===== config.mk =====
export PLATFORM = sky130hd
export DESIGN_NAME = flash_ctrl_device_flat
export DESIGN_NICKNAME = d
export VERILOG_FILES = /design/src/flash_ctrl_pkg.sv /design/src/flash_bus_if.sv /design/src/flash_addr_decode.sv /design/src/flash_ctrl_device.sv /design/src/flat_wrapper.sv
export VERILOG_INCLUDE_DIRS = /design/src
export SDC_FILE = /design/constraint.sdc
export NUM_CORES = 1
export LEC_CHECK = 0
export ABC_AREA = 1
export BUFFER_PORTS_ARGS = -buffer_cell sky130_fd_sc_hd__buf_4
export CORE_UTILIZATION = 40
export CTS_CLUSTER_SIZE = 30
export DETAILED_ROUTE_END_ITERATION = 8
export SYNTH_ARGS = -nofsm -noshare
export SYNTH_HDL_FRONTEND = slang
export SYNTH_HIERARCHICAL = 1
export SYNTH_SLANG_ARGS = --single-unit

===== constraint.sdc =====
create_clock -name CLK_SYS -period 2.1 [get_ports CLK_SYS]
set_input_delay 0.105 -clock CLK_SYS [delete_from_list [all_inputs] [get_ports CLK_SYS]]
set_output_delay 0.105 -clock CLK_SYS [all_outputs]
set_load 0.05 [all_outputs]

===== src/flash_ctrl_regs.svh =====
// Purpose: addresses, fields, reset values and timing counts
// Assumes: 250 MHz system clock
// Notes:   definitions only
`ifndef FLASH_CTRL_REGS_SVH
`define FLASH_CTRL_REGS_SVH
// cpu bus addresses
`define FC_ADR_MODE_CTL   16'hFF80
`define FC_ADR_LARGE_SEL  16'hFF82
`define FC_ADR_SMALL_SEL  16'hFF83
`define FC_ADR_WAIT_CTL   16'hFFC2
`define FC_FLASH_END_M2   16'hEF7F
`define FC_FLASH_END_M3   16'hF77F
`define FC_ODD_BYTE       16'h0001
// ram overlay windows
`define FC_OVL_BASE0      16'hE000
`define FC_OVL_BASE1      16'hE400
`define FC_OVL_MASK       16'hFC00
// reset and fill values
`define FC_RST_MODE_CTL   4'h0
`define FC_RST_BLOCK      8'h00
`define FC_RST_WAIT       8'h08
`define FC_RSV_READ       8'hFF
`define FC_ZERO_BYTE      8'h00
// field positions
`define FC_BIT_OVL_EN     7
`define FC_BIT_OVL_SEL    6
`define FC_BIT_ECHK       3
`define FC_BIT_WCHK       2
`define FC_BIT_E          1
`define FC_BIT_P          0
// boot rate match: host sends a zero byte, start plus eight low bits
`define FC_CLK_MHZ        250
`define FC_BOOT_LOW_BITS  9
`define FC_BOOT_MAX_BPS   9600
`define FC_BOOT_MIN_LOW   ((`FC_CLK_MHZ * 1000000 / `FC_BOOT_MAX_BPS) * `FC_BOOT_LOW_BITS)
// host timing, times in their own unit then cycles
`define FC_VS1_US         4
`define FC_VS2_US         2
`define FC_PROG_MAX_US    1000
`define FC_ERASE_MAX_S    30
`define FC_READ_SETUP_US  50
`define FC_VS1_CYC        (`FC_VS1_US * `FC_CLK_MHZ)
`define FC_VS2_CYC        (`FC_VS2_US * `FC_CLK_MHZ)
`define FC_PROG_MAX_CYC   (`FC_PROG_MAX_US * `FC_CLK_MHZ)
`define FC_ERASE_MAX_CYC  (64'd1000000 * `FC_ERASE_MAX_S * `FC_CLK_MHZ)
`define FC_READ_SETUP_CYC (`FC_READ_SETUP_US * `FC_CLK_MHZ)
// host wishbone register offsets
`define FC_WB_ADDR        8'h00
`define FC_WB_WDATA       8'h04
`define FC_WB_CMD         8'h08
`define FC_WB_STATUS      8'h0C
`define FC_WB_PULSE       8'h10
`endif


===== src/flash_ctrl_pkg.sv =====
// Purpose: shared types of both ends
// Assumes: constants live in flash_ctrl_regs.svh
// Notes:   state of each module is one packed struct
package flash_ctrl_pkg;
   // where one byte address lands
   typedef enum logic [2:0] {
      RG_EXT   = 3'h0,
      RG_FLASH = 3'h1,
      RG_OVL   = 3'h2,
      RG_RSV   = 3'h3,
      RG_CTL   = 3'h4,
      RG_LBS   = 3'h5,
      RG_SBS   = 3'h6,
      RG_WAIT  = 3'h7
   } region_t;
   // mode pins, high pin first
   typedef enum logic [1:0] {
      MD_ILLEGAL = 2'h0,
      MD_EXT     = 2'h1,
      MD_FLASH_S = 2'h2,
      MD_FLASH_L = 2'h3
   } chip_mode_t;
   // flash array operation in force
   typedef enum logic [2:0] {
      OP_NONE, OP_PROGRAM, OP_PROG_VERIFY, OP_ERASE, OP_ERASE_VERIFY, OP_PREWRITE_VERIFY
   } flash_op_t;
   // device bus states, gray along idle, t1, t2
   typedef enum logic [1:0] {BS_IDLE = 2'b00, BS_T1 = 2'b01, BS_T2 = 2'b11} bus_state_t;
   // host sequencer states, gray ring
   typedef enum logic [1:0] {
      HS_IDLE = 2'b00, HS_GAP = 2'b01, HS_BUS = 2'b11, HS_PULSE = 2'b10
   } host_state_t;
   // host command kinds
   typedef enum logic [1:0] {
      HOP_SINGLE = 2'h0, HOP_POLL = 2'h1, HOP_PULSE = 2'h2, HOP_RSV = 2'h3
   } host_op_t;
   typedef struct packed {
      bus_state_t  st;
      logic [4:0]  sync1;
      logic [4:0]  sync2;
      logic [3:0]  mode_ctl;
      logic [7:0]  large_sel;
      logic [7:0]  small_sel;
      logic [7:0]  wait_ctl;
      logic [15:0] rdata;
      region_t     region;
      logic        ext;
      logic        rx_prev;
      logic [23:0] boot_cnt;
      logic [23:0] boot_low;
      logic        boot_lock;
   } dev_state_t;
   typedef struct packed {
      host_state_t st;
      logic [15:0] adr;
      logic [15:0] wdata;
      logic [15:0] rdata;
      logic        wr;
      logic        word;
      host_op_t    op;
      logic        phase;
      logic        ext;
      logic        refused;
      logic [31:0] pulse_len;
      logic [32:0] cnt;
      logic [31:0] gap;
      logic        req;
      logic        wb_ack;
      logic [31:0] wb_dat;
   } host_state_q_t;
endpackage


===== src/flash_bus_if.sv =====
// Purpose: cpu bus between flash control host and device
// Assumes: one clock, req held until ack
// Notes:   word data is high byte at the even address
`timescale 1ns/1ns
interface flash_bus_if;
   logic        req;    // access request, level
   logic        wr;     // write when high
   logic        word;   // 16-bit access when high
   logic [15:0] addr;   // byte address
   logic [15:0] wdata;  // write data
   logic [15:0] rdata;  // read data
   logic        ack;    // access done, one cycle
   logic        ext;    // access routed outside
   modport dev  (input req, wr, word, addr, wdata, output rdata, ack, ext);
   modport host (output req, wr, word, addr, wdata, input rdata, ack, ext);
endinterface


===== src/flash_addr_decode.sv =====
// Purpose: resolve one byte address to its region
// Assumes: mode and voltage flag already synchronised
// Notes:   purely combinational, same cycle
`timescale 1ns/1ns
`include "flash_ctrl_regs.svh"
module flash_addr_decode
   import flash_ctrl_pkg::*;
(
   input  wire logic [15:0] addr,
   input  wire chip_mode_t  mode,
   input  wire logic        hv,
   input  wire logic        ovl_en,
   input  wire logic        ovl_sel,
   output region_t          region
);
   logic [15:0] ovl_base;  // chosen overlay window
   logic        in_flash;  // address inside on-chip flash

   // decode from pins and flag, no wait state [RULE23]
   always_comb
   begin
      ovl_base = ovl_sel ? `FC_OVL_BASE1 : `FC_OVL_BASE0;
      in_flash = ((mode == MD_FLASH_S) && (addr <= `FC_FLASH_END_M2)) ||  // [RULE4] [RULE5]
                 ((mode == MD_FLASH_L) && (addr <= `FC_FLASH_END_M3));
      region = RG_EXT;
      if ((addr >= `FC_ADR_MODE_CTL) && (addr <= `FC_ADR_SMALL_SEL))
      begin
         if (mode == MD_EXT)
            region = hv ? RG_RSV : RG_EXT;  // flash disabled [RULE8]
         else if (mode == MD_ILLEGAL)
            region = RG_RSV;  // illegal pins, read fill [RULE5]
         else if (!hv)
            region = (mode == MD_FLASH_S) ? RG_EXT : RG_RSV;  // [RULE7] [RULE2] [RULE10]
         else if (addr == `FC_ADR_MODE_CTL)
            region = RG_CTL;  // [RULE1]
         else if (addr == `FC_ADR_LARGE_SEL)
            region = RG_LBS;
         else if (addr == `FC_ADR_SMALL_SEL)
            region = RG_SBS;
         else
            region = RG_RSV;  // gap byte
      end
      else if (addr == `FC_ADR_WAIT_CTL)
         region = RG_WAIT;  // [RULE19]
      else if (in_flash)
         region = (ovl_en && ((addr & `FC_OVL_MASK) == ovl_base)) ? RG_OVL : RG_FLASH;  // [RULE18]
   end
endmodule


===== src/flash_ctrl_device.sv =====
// Purpose: flash control registers and access gating of the device end
// Assumes: pins are asynchronous; cpu bus is on CLK_SYS
// Notes:   array data comes from outside on ARRAY_RDATA
//
// Behaviour
// RULE1 - with voltage, single-chip mode ff80 is control
// RULE2 - without voltage, single-chip ff80 reads ff, ignores writes
// RULE3 - software polls ff80 byte until not ff
// RULE4 - flash ends ef7f mode 2, f77f mode 3
// RULE5 - mode pins: 00 illegal, 01/10/11 modes
// RULE6 - 16-bit path, two states per access
// RULE7 - mode 2 without voltage: ff80-ff83 external
// RULE8 - mode 1: control registers read ff, fixed; code reads ff only with voltage, without it ff80-ff83 go outside
// RULE9 - modes 2 and 3: registers start at 00
// RULE10 - registers reachable only with programming voltage
// RULE11 - software waits verify setup 4 and 2 us
// RULE12 - program pulse typically 50, at most 1000 us
// RULE13 - erase bit at most 30 seconds
// RULE14 - wait 50 us before reading flash
// RULE15 - five operating modes of the array
// RULE16 - eight large, eight small erase blocks
// RULE17 - boot mode matches host bit rate
// RULE18 - ram may overlay part of flash
// RULE19 - wait control register ff c2, reset 08
// RULE20 - control bit 7 shows voltage, read only
// RULE21 - control bits 3..0 select four modes
// RULE22 - software sets one mode bit at most
// RULE23 - decode resolves within the same bus cycle
`timescale 1ns/1ns
`include "flash_ctrl_regs.svh"
module flash_ctrl_device
   import flash_ctrl_pkg::*;
(
   input  wire logic        CLK_SYS,
   input  wire logic        RSTN,
   flash_bus_if.dev         BUS,
   input  wire logic        MODE_SELECT_HIGH,
   input  wire logic        MODE_SELECT_LOW,
   input  wire logic        PROGRAMMING_SUPPLY_PIN,
   input  wire logic        BOOT_MODE,
   input  wire logic        BOOT_SERIAL_IN,
   input  wire logic [15:0] ARRAY_RDATA,
   output region_t          ACCESS_REGION,
   output logic             ACCESS_BUSY,
   output flash_op_t        FLASH_OP,
   output logic [7:0]       LARGE_BLOCK_SEL,
   output logic [7:0]       SMALL_BLOCK_SEL,
   output logic [7:0]       WAIT_CONTROL,
   output logic             OVERLAY_ACTIVE,
   output logic             ILLEGAL_MODE,
   output logic [23:0]      BOOT_LOW_CYCLES,
   output logic             BOOT_RATE_LOCKED
);
   dev_state_t  q;        // all registered state
   dev_state_t  d;        // next state
   chip_mode_t  mode;     // synchronised mode pins
   logic        hv;       // synchronised voltage flag
   logic        boot;     // synchronised boot strap
   logic        rx;       // synchronised serial input
   logic [15:0] adr_lo;   // odd byte of a word access
   region_t     rg_hi;    // region of the addressed byte
   region_t     rg_lo;    // region of the odd byte
   logic [7:0]  rd_hi;    // read byte, addressed
   logic [7:0]  rd_lo;    // read byte, odd
   logic [3:0]  mbits;    // mode bits for decoding

   // second stage of the pin synchronisers only
   assign mode   = chip_mode_t'(q.sync2[1:0]);
   assign hv     = q.sync2[2];
   assign rx     = q.sync2[3];
   assign boot   = q.sync2[4];
   assign adr_lo = BUS.addr | `FC_ODD_BYTE;
   assign mbits  = q.mode_ctl;

   // region of the addressed byte
   flash_addr_decode u_dec_hi (
      .addr    (BUS.addr),
      .mode    (mode),
      .hv      (hv),
      .ovl_en  (q.wait_ctl[`FC_BIT_OVL_EN]),
      .ovl_sel (q.wait_ctl[`FC_BIT_OVL_SEL]),
      .region  (rg_hi)
   );

   // region of the second byte of a word
   flash_addr_decode u_dec_lo (
      .addr    (adr_lo),
      .mode    (mode),
      .hv      (hv),
      .ovl_en  (q.wait_ctl[`FC_BIT_OVL_EN]),
      .ovl_sel (q.wait_ctl[`FC_BIT_OVL_SEL]),
      .region  (rg_lo)
   );

   // value one byte reads as
   function automatic logic [7:0] rd_byte(input region_t r, input logic [7:0] arr,
                                          input logic v, input dev_state_t s);
      case (r)
         RG_CTL:  rd_byte = {v, 3'b000, s.mode_ctl};  // live flag, reserved zero [RULE20]
         RG_LBS:  rd_byte = s.large_sel;
         RG_SBS:  rd_byte = s.small_sel;
         RG_WAIT: rd_byte = s.wait_ctl;
         RG_RSV:  rd_byte = `FC_RSV_READ;  // [RULE2] [RULE8]
         default: rd_byte = arr;  // flash, overlay ram or outside
      endcase
   endfunction

   // read bytes of the current access
   always_comb
   begin
      rd_hi = rd_byte(rg_hi, BUS.word ? ARRAY_RDATA[15:8] : ARRAY_RDATA[7:0], hv, q);
      rd_lo = rd_byte(rg_lo, ARRAY_RDATA[7:0], hv, q);
   end

   // next state of the whole device end
   always_comb
   begin
      d = q;
      d.sync1 = {BOOT_MODE, BOOT_SERIAL_IN, PROGRAMMING_SUPPLY_PIN,
                 MODE_SELECT_HIGH, MODE_SELECT_LOW};
      d.sync2 = q.sync1;
      // registers fall back to initial value when unreachable
      if (!hv || (mode == MD_EXT) || (mode == MD_ILLEGAL))
      begin
         d.mode_ctl  = `FC_RST_MODE_CTL;  // [RULE9] [RULE10]
         d.large_sel = `FC_RST_BLOCK;
         d.small_sel = `FC_RST_BLOCK;
      end
      // two-state bus cycle [RULE6]
      case (q.st)
         BS_IDLE:
         begin
            if (BUS.req)
            begin
               d.st     = BS_T1;
               d.region = rg_hi;
            end
         end
         BS_T1:
         begin
            d.st  = BS_T2;
            d.ext = (rg_hi == RG_EXT);  // [RULE7]
            if (BUS.word)
               d.rdata = {rd_hi, rd_lo};  // 16-bit path [RULE6]
            else
               d.rdata = {`FC_ZERO_BYTE, rd_hi};
         end
         BS_T2:
         begin
            d.st = BS_IDLE;
            if (BUS.wr)
            begin
               // writes take effect at the ack edge
               case (rg_hi)
                  RG_CTL:  d.mode_ctl  = BUS.word ? BUS.wdata[11:8] : BUS.wdata[3:0];  // [RULE21]
                  RG_LBS:  d.large_sel = BUS.word ? BUS.wdata[15:8] : BUS.wdata[7:0];  // [RULE16]
                  RG_SBS:  d.small_sel = BUS.wdata[7:0];  // [RULE16]
                  RG_WAIT: d.wait_ctl  = BUS.word ? BUS.wdata[15:8] : BUS.wdata[7:0];  // [RULE19]
                  default: d.wait_ctl  = q.wait_ctl;  // reserved and outside ignored
               endcase
               if (BUS.word && (rg_lo == RG_SBS))
                  d.small_sel = BUS.wdata[7:0];  // word at ff82 fills both
            end
         end
         default: d.st = BS_IDLE;
      endcase
      // boot rate match on the low time of a zero byte [RULE17]
      d.rx_prev = rx;
      if (!boot)
      begin
         d.boot_cnt  = 24'h000000;
         d.boot_lock = 1'b0;
      end
      else if (q.rx_prev && !rx)
         d.boot_cnt = 24'h000000;  // start bit edge
      else if (!rx && (q.boot_cnt != 24'hFFFFFF))
         d.boot_cnt = q.boot_cnt + 24'h000001;  // saturating count
      else if (!q.rx_prev && rx && !q.boot_lock && (q.boot_cnt >= 24'(`FC_BOOT_MIN_LOW)))
      begin
         d.boot_low  = q.boot_cnt;  // faster than the limit is ignored
         d.boot_lock = 1'b1;
      end
   end

   // one register stage for all state
   always_ff @(posedge CLK_SYS or negedge RSTN)
   begin
      if (!RSTN)
      begin
         q          <= '0;
         q.st       <= BS_IDLE;
         q.region   <= RG_EXT;
         q.mode_ctl <= `FC_RST_MODE_CTL;  // [RULE9]
         q.wait_ctl <= `FC_RST_WAIT;  // [RULE19]
         q.rx_prev  <= 1'b1;
      end
      else
         q <= d;
   end

   // single mode bit selects the array operation [RULE15] [RULE21]
   always_comb
   begin
      case (mbits)
         4'h1:    FLASH_OP = OP_PROGRAM;
         4'h2:    FLASH_OP = OP_ERASE;
         4'h4:    FLASH_OP = ((q.large_sel | q.small_sel) != `FC_RST_BLOCK) ?
                             OP_PREWRITE_VERIFY : OP_PROG_VERIFY;
         4'h8:    FLASH_OP = OP_ERASE_VERIFY;
         default: FLASH_OP = OP_NONE;  // none or several bits
      endcase
   end

   // bus answers and status from flops
   assign BUS.ack          = (q.st == BS_T2);
   assign BUS.rdata        = q.rdata;
   assign BUS.ext          = q.ext;
   assign ACCESS_REGION    = q.region;
   assign ACCESS_BUSY      = (q.st != BS_IDLE);
   assign LARGE_BLOCK_SEL  = q.large_sel;
   assign SMALL_BLOCK_SEL  = q.small_sel;
   assign WAIT_CONTROL     = q.wait_ctl;
   assign OVERLAY_ACTIVE   = q.wait_ctl[`FC_BIT_OVL_EN];  // [RULE18]
   assign ILLEGAL_MODE     = (q.sync2[1:0] == MD_ILLEGAL);
   assign BOOT_LOW_CYCLES  = q.boot_low;
   assign BOOT_RATE_LOCKED = q.boot_lock;
endmodule


===== src/flat_wrapper.sv =====
// flat-port wrapper written by rule: the top's interface ports become plain ports
module flash_ctrl_device_flat import flash_ctrl_pkg::*;
  (CLK_SYS, RSTN, MODE_SELECT_HIGH, MODE_SELECT_LOW, PROGRAMMING_SUPPLY_PIN, BOOT_MODE, BOOT_SERIAL_IN, ARRAY_RDATA, ACCESS_REGION, ACCESS_BUSY, FLASH_OP, LARGE_BLOCK_SEL, SMALL_BLOCK_SEL, WAIT_CONTROL, OVERLAY_ACTIVE, ILLEGAL_MODE, BOOT_LOW_CYCLES, BOOT_RATE_LOCKED, BUS_req, BUS_wr, BUS_word, BUS_addr, BUS_wdata, BUS_rdata, BUS_ack, BUS_ext);
  flash_bus_if BUS_i ();
  input  wire logic CLK_SYS;
  input  wire logic RSTN;
  input  wire logic MODE_SELECT_HIGH;
  input  wire logic MODE_SELECT_LOW;
  input  wire logic PROGRAMMING_SUPPLY_PIN;
  input  wire logic BOOT_MODE;
  input  wire logic BOOT_SERIAL_IN;
  input  wire logic [15:0] ARRAY_RDATA;
  output region_t ACCESS_REGION;
  output logic ACCESS_BUSY;
  output flash_op_t FLASH_OP;
  output logic [7:0] LARGE_BLOCK_SEL;
  output logic [7:0] SMALL_BLOCK_SEL;
  output logic [7:0] WAIT_CONTROL;
  output logic OVERLAY_ACTIVE;
  output logic ILLEGAL_MODE;
  output logic [23:0] BOOT_LOW_CYCLES;
  output logic BOOT_RATE_LOCKED;
  input wire logic [$bits(BUS_i.req)-1:0] BUS_req;
  input wire logic [$bits(BUS_i.wr)-1:0] BUS_wr;
  input wire logic [$bits(BUS_i.word)-1:0] BUS_word;
  input wire logic [$bits(BUS_i.addr)-1:0] BUS_addr;
  input wire logic [$bits(BUS_i.wdata)-1:0] BUS_wdata;
  output wire logic [$bits(BUS_i.rdata)-1:0] BUS_rdata;
  output wire logic [$bits(BUS_i.ack)-1:0] BUS_ack;
  output wire logic [$bits(BUS_i.ext)-1:0] BUS_ext;
  assign BUS_i.req = BUS_req;
  assign BUS_i.wr = BUS_wr;
  assign BUS_i.word = BUS_word;
  assign BUS_i.addr = BUS_addr;
  assign BUS_i.wdata = BUS_wdata;
  assign BUS_rdata = BUS_i.rdata;
  assign BUS_ack = BUS_i.ack;
  assign BUS_ext = BUS_i.ext;
  flash_ctrl_device u_core (.CLK_SYS(CLK_SYS), .RSTN(RSTN), .BUS(BUS_i), .MODE_SELECT_HIGH(MODE_SELECT_HIGH), .MODE_SELECT_LOW(MODE_SELECT_LOW), .PROGRAMMING_SUPPLY_PIN(PROGRAMMING_SUPPLY_PIN), .BOOT_MODE(BOOT_MODE), .BOOT_SERIAL_IN(BOOT_SERIAL_IN), .ARRAY_RDATA(ARRAY_RDATA), .ACCESS_REGION(ACCESS_REGION), .ACCESS_BUSY(ACCESS_BUSY), .FLASH_OP(FLASH_OP), .LARGE_BLOCK_SEL(LARGE_BLOCK_SEL), .SMALL_BLOCK_SEL(SMALL_BLOCK_SEL), .WAIT_CONTROL(WAIT_CONTROL), .OVERLAY_ACTIVE(OVERLAY_ACTIVE), .ILLEGAL_MODE(ILLEGAL_MODE), .BOOT_LOW_CYCLES(BOOT_LOW_CYCLES), .BOOT_RATE_LOCKED(BOOT_RATE_LOCKED));
endmodule

==> results of run 1 <==
## layer usage
| metal | vias up | wire [um] | global-route usage | part of all wire |
|---|---|---|---|---|
| met5 | - | 0 | 0 | 0 |
| met4 | 0 | 342 | 0.06742 | 0.016 |
| met3 | 26 | 853 | 0.03442 | 0.040 |
| met2 | 173 | 10790 | 0.4148 | 0.50 |
| met1 | 3136 | 9409 | 0.3011 | 0.44 |
| li1 | 3437 | - | - | - |
## worst max-delay path, cell delays in order (launching register included)
cell and delay, ns:
dfrtp_1 0.42, buf_6 0.16, inv_2 0.06, nor2_1 0.04, nand3_1 0.10, nand2_2 0.08
a21oi_2 0.15, nand2_2 0.11, buf_4 0.16, nand3_4 0.10, inv_4 0.06, nand2_1 0.06
nand3_1 0.10, o21bai_1 0.20, nand2_1 0.08, nand2_1 0.07, nand2_1 0.05
## state kept, by name (all words and copies together), names as in the netlist
register                 count
u_core/q                    27
u_core/BOOT_LOW_CYCLES      24
u_core/BUS.rdata            16
u_core/LARGE_BLOCK_SEL       8
u_core/SMALL_BLOCK_SEL       8
u_core/WAIT_CONTROL          8
u_core/d                     6
u_core/mbits                 4
u_core/ACCESS_REGION         3
u_core/mode                  2
u_core/BOOT_RATE_LOCKED      1
u_core/BUS.ext               1
u_core/boot                  1
u_core/hv                    1
## power by group through the flow
stage,combinational (mW),sequential [mW],clock [mW]
after floorplan,1.36,2.49,0
after global placement,1.82,2.48,0
after detailed placement,1.83,2.48,0
after CTS,1.84,2.44,1.78
after global routing,2.00,2.47,1.85
final,1.86,2.44,1.71
## cell families (layout without fill, tap and decap cells)
logic type / Yosys count / after routing
buffers and inverters: 185 / 314
adders and majority gates: 3 / 3
muxes: 1 / 1
DFF: 110 / 110
AOI/OAI and AO/OA: 95 / 95
other: 1 / 4
and+or+nand+nor: 608 / 608
xor gates and xnor gates: 10 / 10
## synthesized netlist by cell type
cell type  number
nand2_1       308
nand3_1       126
dfrtp_1       108
nor2_1        107
inv_1          88
buf_4          68
o21ai_0        46
a21oi_1        17
nand4_1        17
nor2_2         10
clkbuf_1        9
xor2_1          9
buf_2           8
nor2_4          8
o21bai_1        8
inv_2           7
nor3_1          7
o21ai_2         7
nand2_2         6
o21ai_1         6
o31ai_1         5
and2_1          3
ha_1            3
nand2_4         3
nand3_2         3
nor4_1          3
a21o_1          2
buf_1           2
clkinv_1        2
dfstp_2         2
nand3b_1        2
nor3_2          2
a21oi_2         1
a31oi_1         1
buf_6           1
conb_1          1
mux2_2          1
nor2_8          1
nor3_4          1
nor4_4          1
o22ai_1         1
o22ai_2         1
xnor2_1         1
## worst paths after layout
check                                from                   endpoint  slack [ns]
max                        u_core/mode[1]        u_core/BUS.rdata[6]        0.02
min                          BUS_wdata[0]  u_core/SMALL_BLOCK_SEL[0]       0.008
max reg2reg                u_core/mode[1]        u_core/BUS.rdata[6]        0.02
min reg2reg                 u_core/d[101]               u_core/d[49]        0.35
max in group asynchronous            RSTN     u_core/WAIT_CONTROL[3]        1.07
min in group asynchronous            RSTN              u_core/q[109]        0.26
## timing repair
action | 4_1_cts | 5_1_grt
setup buffers | 0 | 7
endpoints found under the setup margin | 27 | 40
gates cloned | 0 | 2
endpoints found under the hold margin | 35 | 0
hold buffers | 7 | 0
pin swaps | 1 | 38
resized for setup | 7 | 83
## placed cells by master (no fill, tap or decap), types with 11 or more instances in the layout
master     n
nand2_1  287
buf_4    182
nand3_1  118
dfrtp_1  107
nor2_1   101
inv_1     77
o21ai_0   39
nand2_2   24
nand4_1   17
inv_2     13
nor2_2    13
o21ai_1   12
nor2_4    11
## cell type report
cell class	instances	area share
multi-input combinational	721	0.4060
clock inverter	5	0.006732
tap	225	0.03156
timing repair buffer	201	0.1784
sequential	110	0.3090
inverter	97	0.04222
clock buffer	11	0.02609
==> qor.txt, run 1 <==
clock network fraction of design power = 0.285
sequential share of the synthesized area = 0.3865
first-pass GRT wire length = 33440 um
WHS = 0.007853 ns
Avg Inst Size Synth = 7.038 sq um
largest net degree at the start of global routing = 34
gr usage total = 0.2366
IO Port Bufs = 133
average wire per standard cell = 15.62 um
Final Hold Vio Count = 0
total CTS buffers = 9
register bit total from synthesis = 110
via density per instance = 4.943
Peak Freq = 480.4 MHz
Die ar. = 18360 sq um
Hold WC Path Type = in -> reg
unrepaired setup endpoints after global routing = true
DP HPWL = 16220 um
synth unique cells = 43
final period utilization = 0.9913
outcome = finished clean
Die H = 135.5 um
Die X-Extent = 135.5 um
Power Total = 6.013 mW
CTS sink cnt = 110
TNS Setup = 0 ns
kind of critical path = reg -> reg
Clk Latency, worst-skew pair = 0.36 ns
Sw Ratio = 0.3662
Detailed Route WL = 21400 um
Compound-Gate Fraction of Synth Area = 0.07757
Post-Synth XOR/XNOR Area = 0.01229
maximum vdd drop = 0.6956 mV
Final min period = 2.082 ns
GRT Residual Overflow = 0
Layout Skew = 0.007889 ns
Cells after Synth = 1013
clk root buf = clkbuf_16
largest family of logic cells by synthesized area = simple AND/OR/NAND/NOR gates
fillcell total = 1787
Pleak = 4.526 nW
Core ar. = 17360 sq um
cell area after layout = 8921 sq um
Adder-Cell Fraction of Synth Area = 0.005265
Slew @ Worst Pin = 0.7058 ns
CP max FO = 6
starting density of the core = 0.4108
drt first pass iters = 5
Reg clk slew, reported paths = 0.07 ns
Synth area leaders = dfrtp_1 (38%), nand2_1 (16%), nand3_1 (8.8%)
area occupied by multi-input gates = 3622 sq um
ant diodes = 0
CP Launch Type = flip-flop
Yosys warning count = 6
sequential share of power = 0.406
post-synthesis mux area share = 0.001580
Post-DP Area = 8245 sq um
Core Util, Final = 0.5140
Logic pwr share = 0.309
htree depth = 3
CTS tree = yes
number of max-cap violations = 0
data arrival time of the critical path = 2.33 ns
P_int = 3.811 mW
post-synth top area share = 0.3791
IO Count = 134
setup violators final = 0
routed via count = 6772
row count = 48
Worst slew margin = 0.5245
CP Data Required Time = 2.35 ns
WHS Path Cells = 3
Switch Pwr = 2.202 mW
GPL Wtd Cong = 0.9056
Storage cell area = 2756 sq um
final net count = 1201
placed insts = 1338
Pwr Density = 674.1 nW/um^2
max-slew violation count = 0
Netlist Area Pre-Place = 7129 sq um
final worst setup slack = 0.01825 ns
Area Overhead vs Synth = 25.13%
simple-gate area share of the yosys netlist = 0.3807
DRC = 0
pre-CTS setup slack = -0.1093 ns
DRT iter0 DRCs = 411
number of antenna violations at the first check in global routing = 0
R2R depth = 16
post-route insts no fill = 1370
Worst setup EP type = flip-flop
share of layout cells above drive strength 1 = 0.2795
vias in the first global route = 6376
clk buf depth = 2
DRT antenna net count = 0
largest area contributor in the netlist = dfrtp_1
No activity file was read; power rests on OpenSTA's default activity.
==> run 2: changes to the inputs <==
==> constraint.sdc (replaced) <==
create_clock -name CLK_SYS -period 2.1 [get_ports CLK_SYS]
set_input_delay 0.42 -clock CLK_SYS [delete_from_list [all_inputs] [get_ports CLK_SYS]]
set_output_delay 0.42 -clock CLK_SYS [all_outputs]
set_load 0.05 [all_outputs]
==> qor.txt, run 2 (synthesis gave the netlist of run 1 again) <==
outcome = finished with violations
failing checks = setup timing
data arrival time of the critical path = 1.70 ns
setup violators final = 2
FF-to-FF Start = u_core/mode[1]
Met3 Routed Length = 1224 um
Reg clk slew, reported paths = 0.07 ns
routed wl met2 = 10730 um
sequential share of power = 0.402
IO Count = 134
first-pass GRT wire length = 33600 um
gr usage total = 0.2384
commonest non-fill, non-tap cell in the layout = nand2_1
critical path's largest stage delay = 0.47 ns
share of layout cells above drive strength 1 = 0.3279
Layout Skew = 0.01035 ns
CP max FO = 5
Setup crit start = u_core/SMALL_BLOCK_SEL[0]
crit path max-delay cell type = dfrtp_2
min-delay src = BOOT_SERIAL_IN
Hold WC Path Type = in -> reg
Area Overhead vs Synth = 30.40%
hold path endpoint = u_core/d[101]
Sw Ratio = 0.3710
DRT iter0 DRCs = 515
DRT antenna net count = 0
CP Data Required Time = 1.68 ns
CTS sink cnt = 110
final net count = 1226
htree depth = 3
clock network fraction of design power = 0.283
Pleak = 4.729 nW
max reg flops = 27
Peak Freq = 471.9 MHz
GRT Residual Overflow = 0
WHS Path Cells = 1
number of antenna violations at the first check in global routing = 0
Detailed Route WL = 21680 um
clk root buf = clkbuf_16
Final min period = 2.119 ns
Core ar. = 17360 sq um
critical path, cell by cell = nor4_2 > nand4_1 > o21ai_1 > buf_6
Pwr Density = 654.0 nW/um^2
Switch Pwr = 2.256 mW
ant diodes = 0
Logic pwr share = 0.315
DP HPWL = 16320 um
max-slew violation count = 0
row count = 48
highest metal used = met4
unrepaired setup endpoints after global routing = true
total CTS buffers = 9
post-route insts no fill = 1393
Final Hold Vio Count = 0
starting density of the core = 0.4108
WHS = 0.1688 ns
number of max-cap violations = 0
via density per instance = 5.033
maximum vdd drop = 0.7355 mV
IO Port Bufs = 133
R2R depth = 17
CP Launch Type = flip-flop
placed insts = 1360
CTS tree = yes
final period utilization = 1.009
Largest Register = u_core/q
Slew @ Worst Pin = 0.6483 ns
Worst slew margin = 0.5673
clk buf depth = 2
kind of critical path = reg -> out
P_int = 3.825 mW
Die ar. = 18360 sq um
drt first pass iters = 5
M1 wire length = 9255 um
average wire per standard cell = 15.56 um
GPL Wtd Cong = 0.9860
largest net degree at the start of global routing = 34
most frequent cells in the layout = nand2_1 (291), buf_4 (206), nor2_1 (100), nand3_1 (100), dfrtp_1 (99)
vias in the first global route = 6452
RR Endpoint = u_core/BUS.rdata[5]
DRC = 0
Die X-Extent = 135.5 um
Clk Latency, worst-skew pair = 0.36 ns
Worst setup EP type = output port
reg-to-reg slack, setup = 0.04 ns
routed via count = 7011
Die H = 135.5 um
final worst setup slack = -0.01907 ns
run 2: cell types whose count changed in the layout (fill, tap and decap cells not counted), sizes merged:
cell / change
buf: +30
clkinvlp: -1
dlygate4sd3: -6
run 2: worst max-delay path by stage:
stage                     depth (start not counted)  slack [ns]                   endpoint
after floorplan                                  14        0.02  u_core/SMALL_BLOCK_SEL[6]
after global placement                           16       -0.36        u_core/BUS.rdata[7]
after detailed placement                         16       -0.34        u_core/BUS.rdata[3]
after CTS                                         5      0.0007                FLASH_OP[0]
after global routing                             17       -0.12        u_core/BUS.rdata[5]
final                                             4       -0.02                FLASH_OP[1]
run 2: layout make-up:
type                    instances  area, sq um
clock buffers                  10        229.0
clock inverters                 4        48.80
fillers                      1681         8060
inverters                      97        381.6
multi-input cells             721         3757
flip-flops and latches        110         2766
well taps                     225        281.5
repair buffers                226         1832
run 2: worst max-delay path: cells and delay by family (launching register included):
family,cells,cell delay [ns]
AOI/OAI and AO/OA,1,0.21
buffers and inverters,1,0.18
DFF,1,0.47
and+or+nand+nor,2,0.47
run 2: stage by stage:
step           setup WS [ns]  utilization   TNS, ns  total power, mW  cell area (sq um)
2_1_floorplan        0.02162            -         0            3.848               7153
3_3_place_gp         -0.3562       0.4859    -9.381            4.333               8434
5_1_grt              -0.1155       0.5356    -1.486            6.348               9296
6_report            -0.01907       0.5356  -0.03309            6.080               9296
4_1_cts            0.0007356       0.5081         0            6.072               8820
3_5_place_dp         -0.3361       0.4859    -9.815            4.341               8434
run 2: layer usage:
layer  vias to the layer above  track usage
met5                         -            0
met4                         0      0.07428
met3                        31      0.04040
met2                       214       0.4057
met1                      3281       0.3074
li1                       3485            -
run 2: repair_timing:
item / CTS / global route
gates resized for setup: 21 / 112
pin swaps: 4 / 29
cloned: 0 / 1
endpoints found under the setup margin: 42 / 46
hold endpoints to repair: 23 / 0
setup buffers: 6 / 11
hold buffers: 1 / 0
run 2: power groups by stage:
stage | registers [mW] | clock network (mW) | logic (mW)
final | 2.44 | 1.72 | 1.92
after global routing | 2.47 | 1.83 | 2.05
after CTS | 2.45 | 1.76 | 1.86
after detailed placement | 2.49 | 0 | 1.85
after global placement | 2.48 | 0 | 1.85
after floorplan | 2.49 | 0 | 1.36
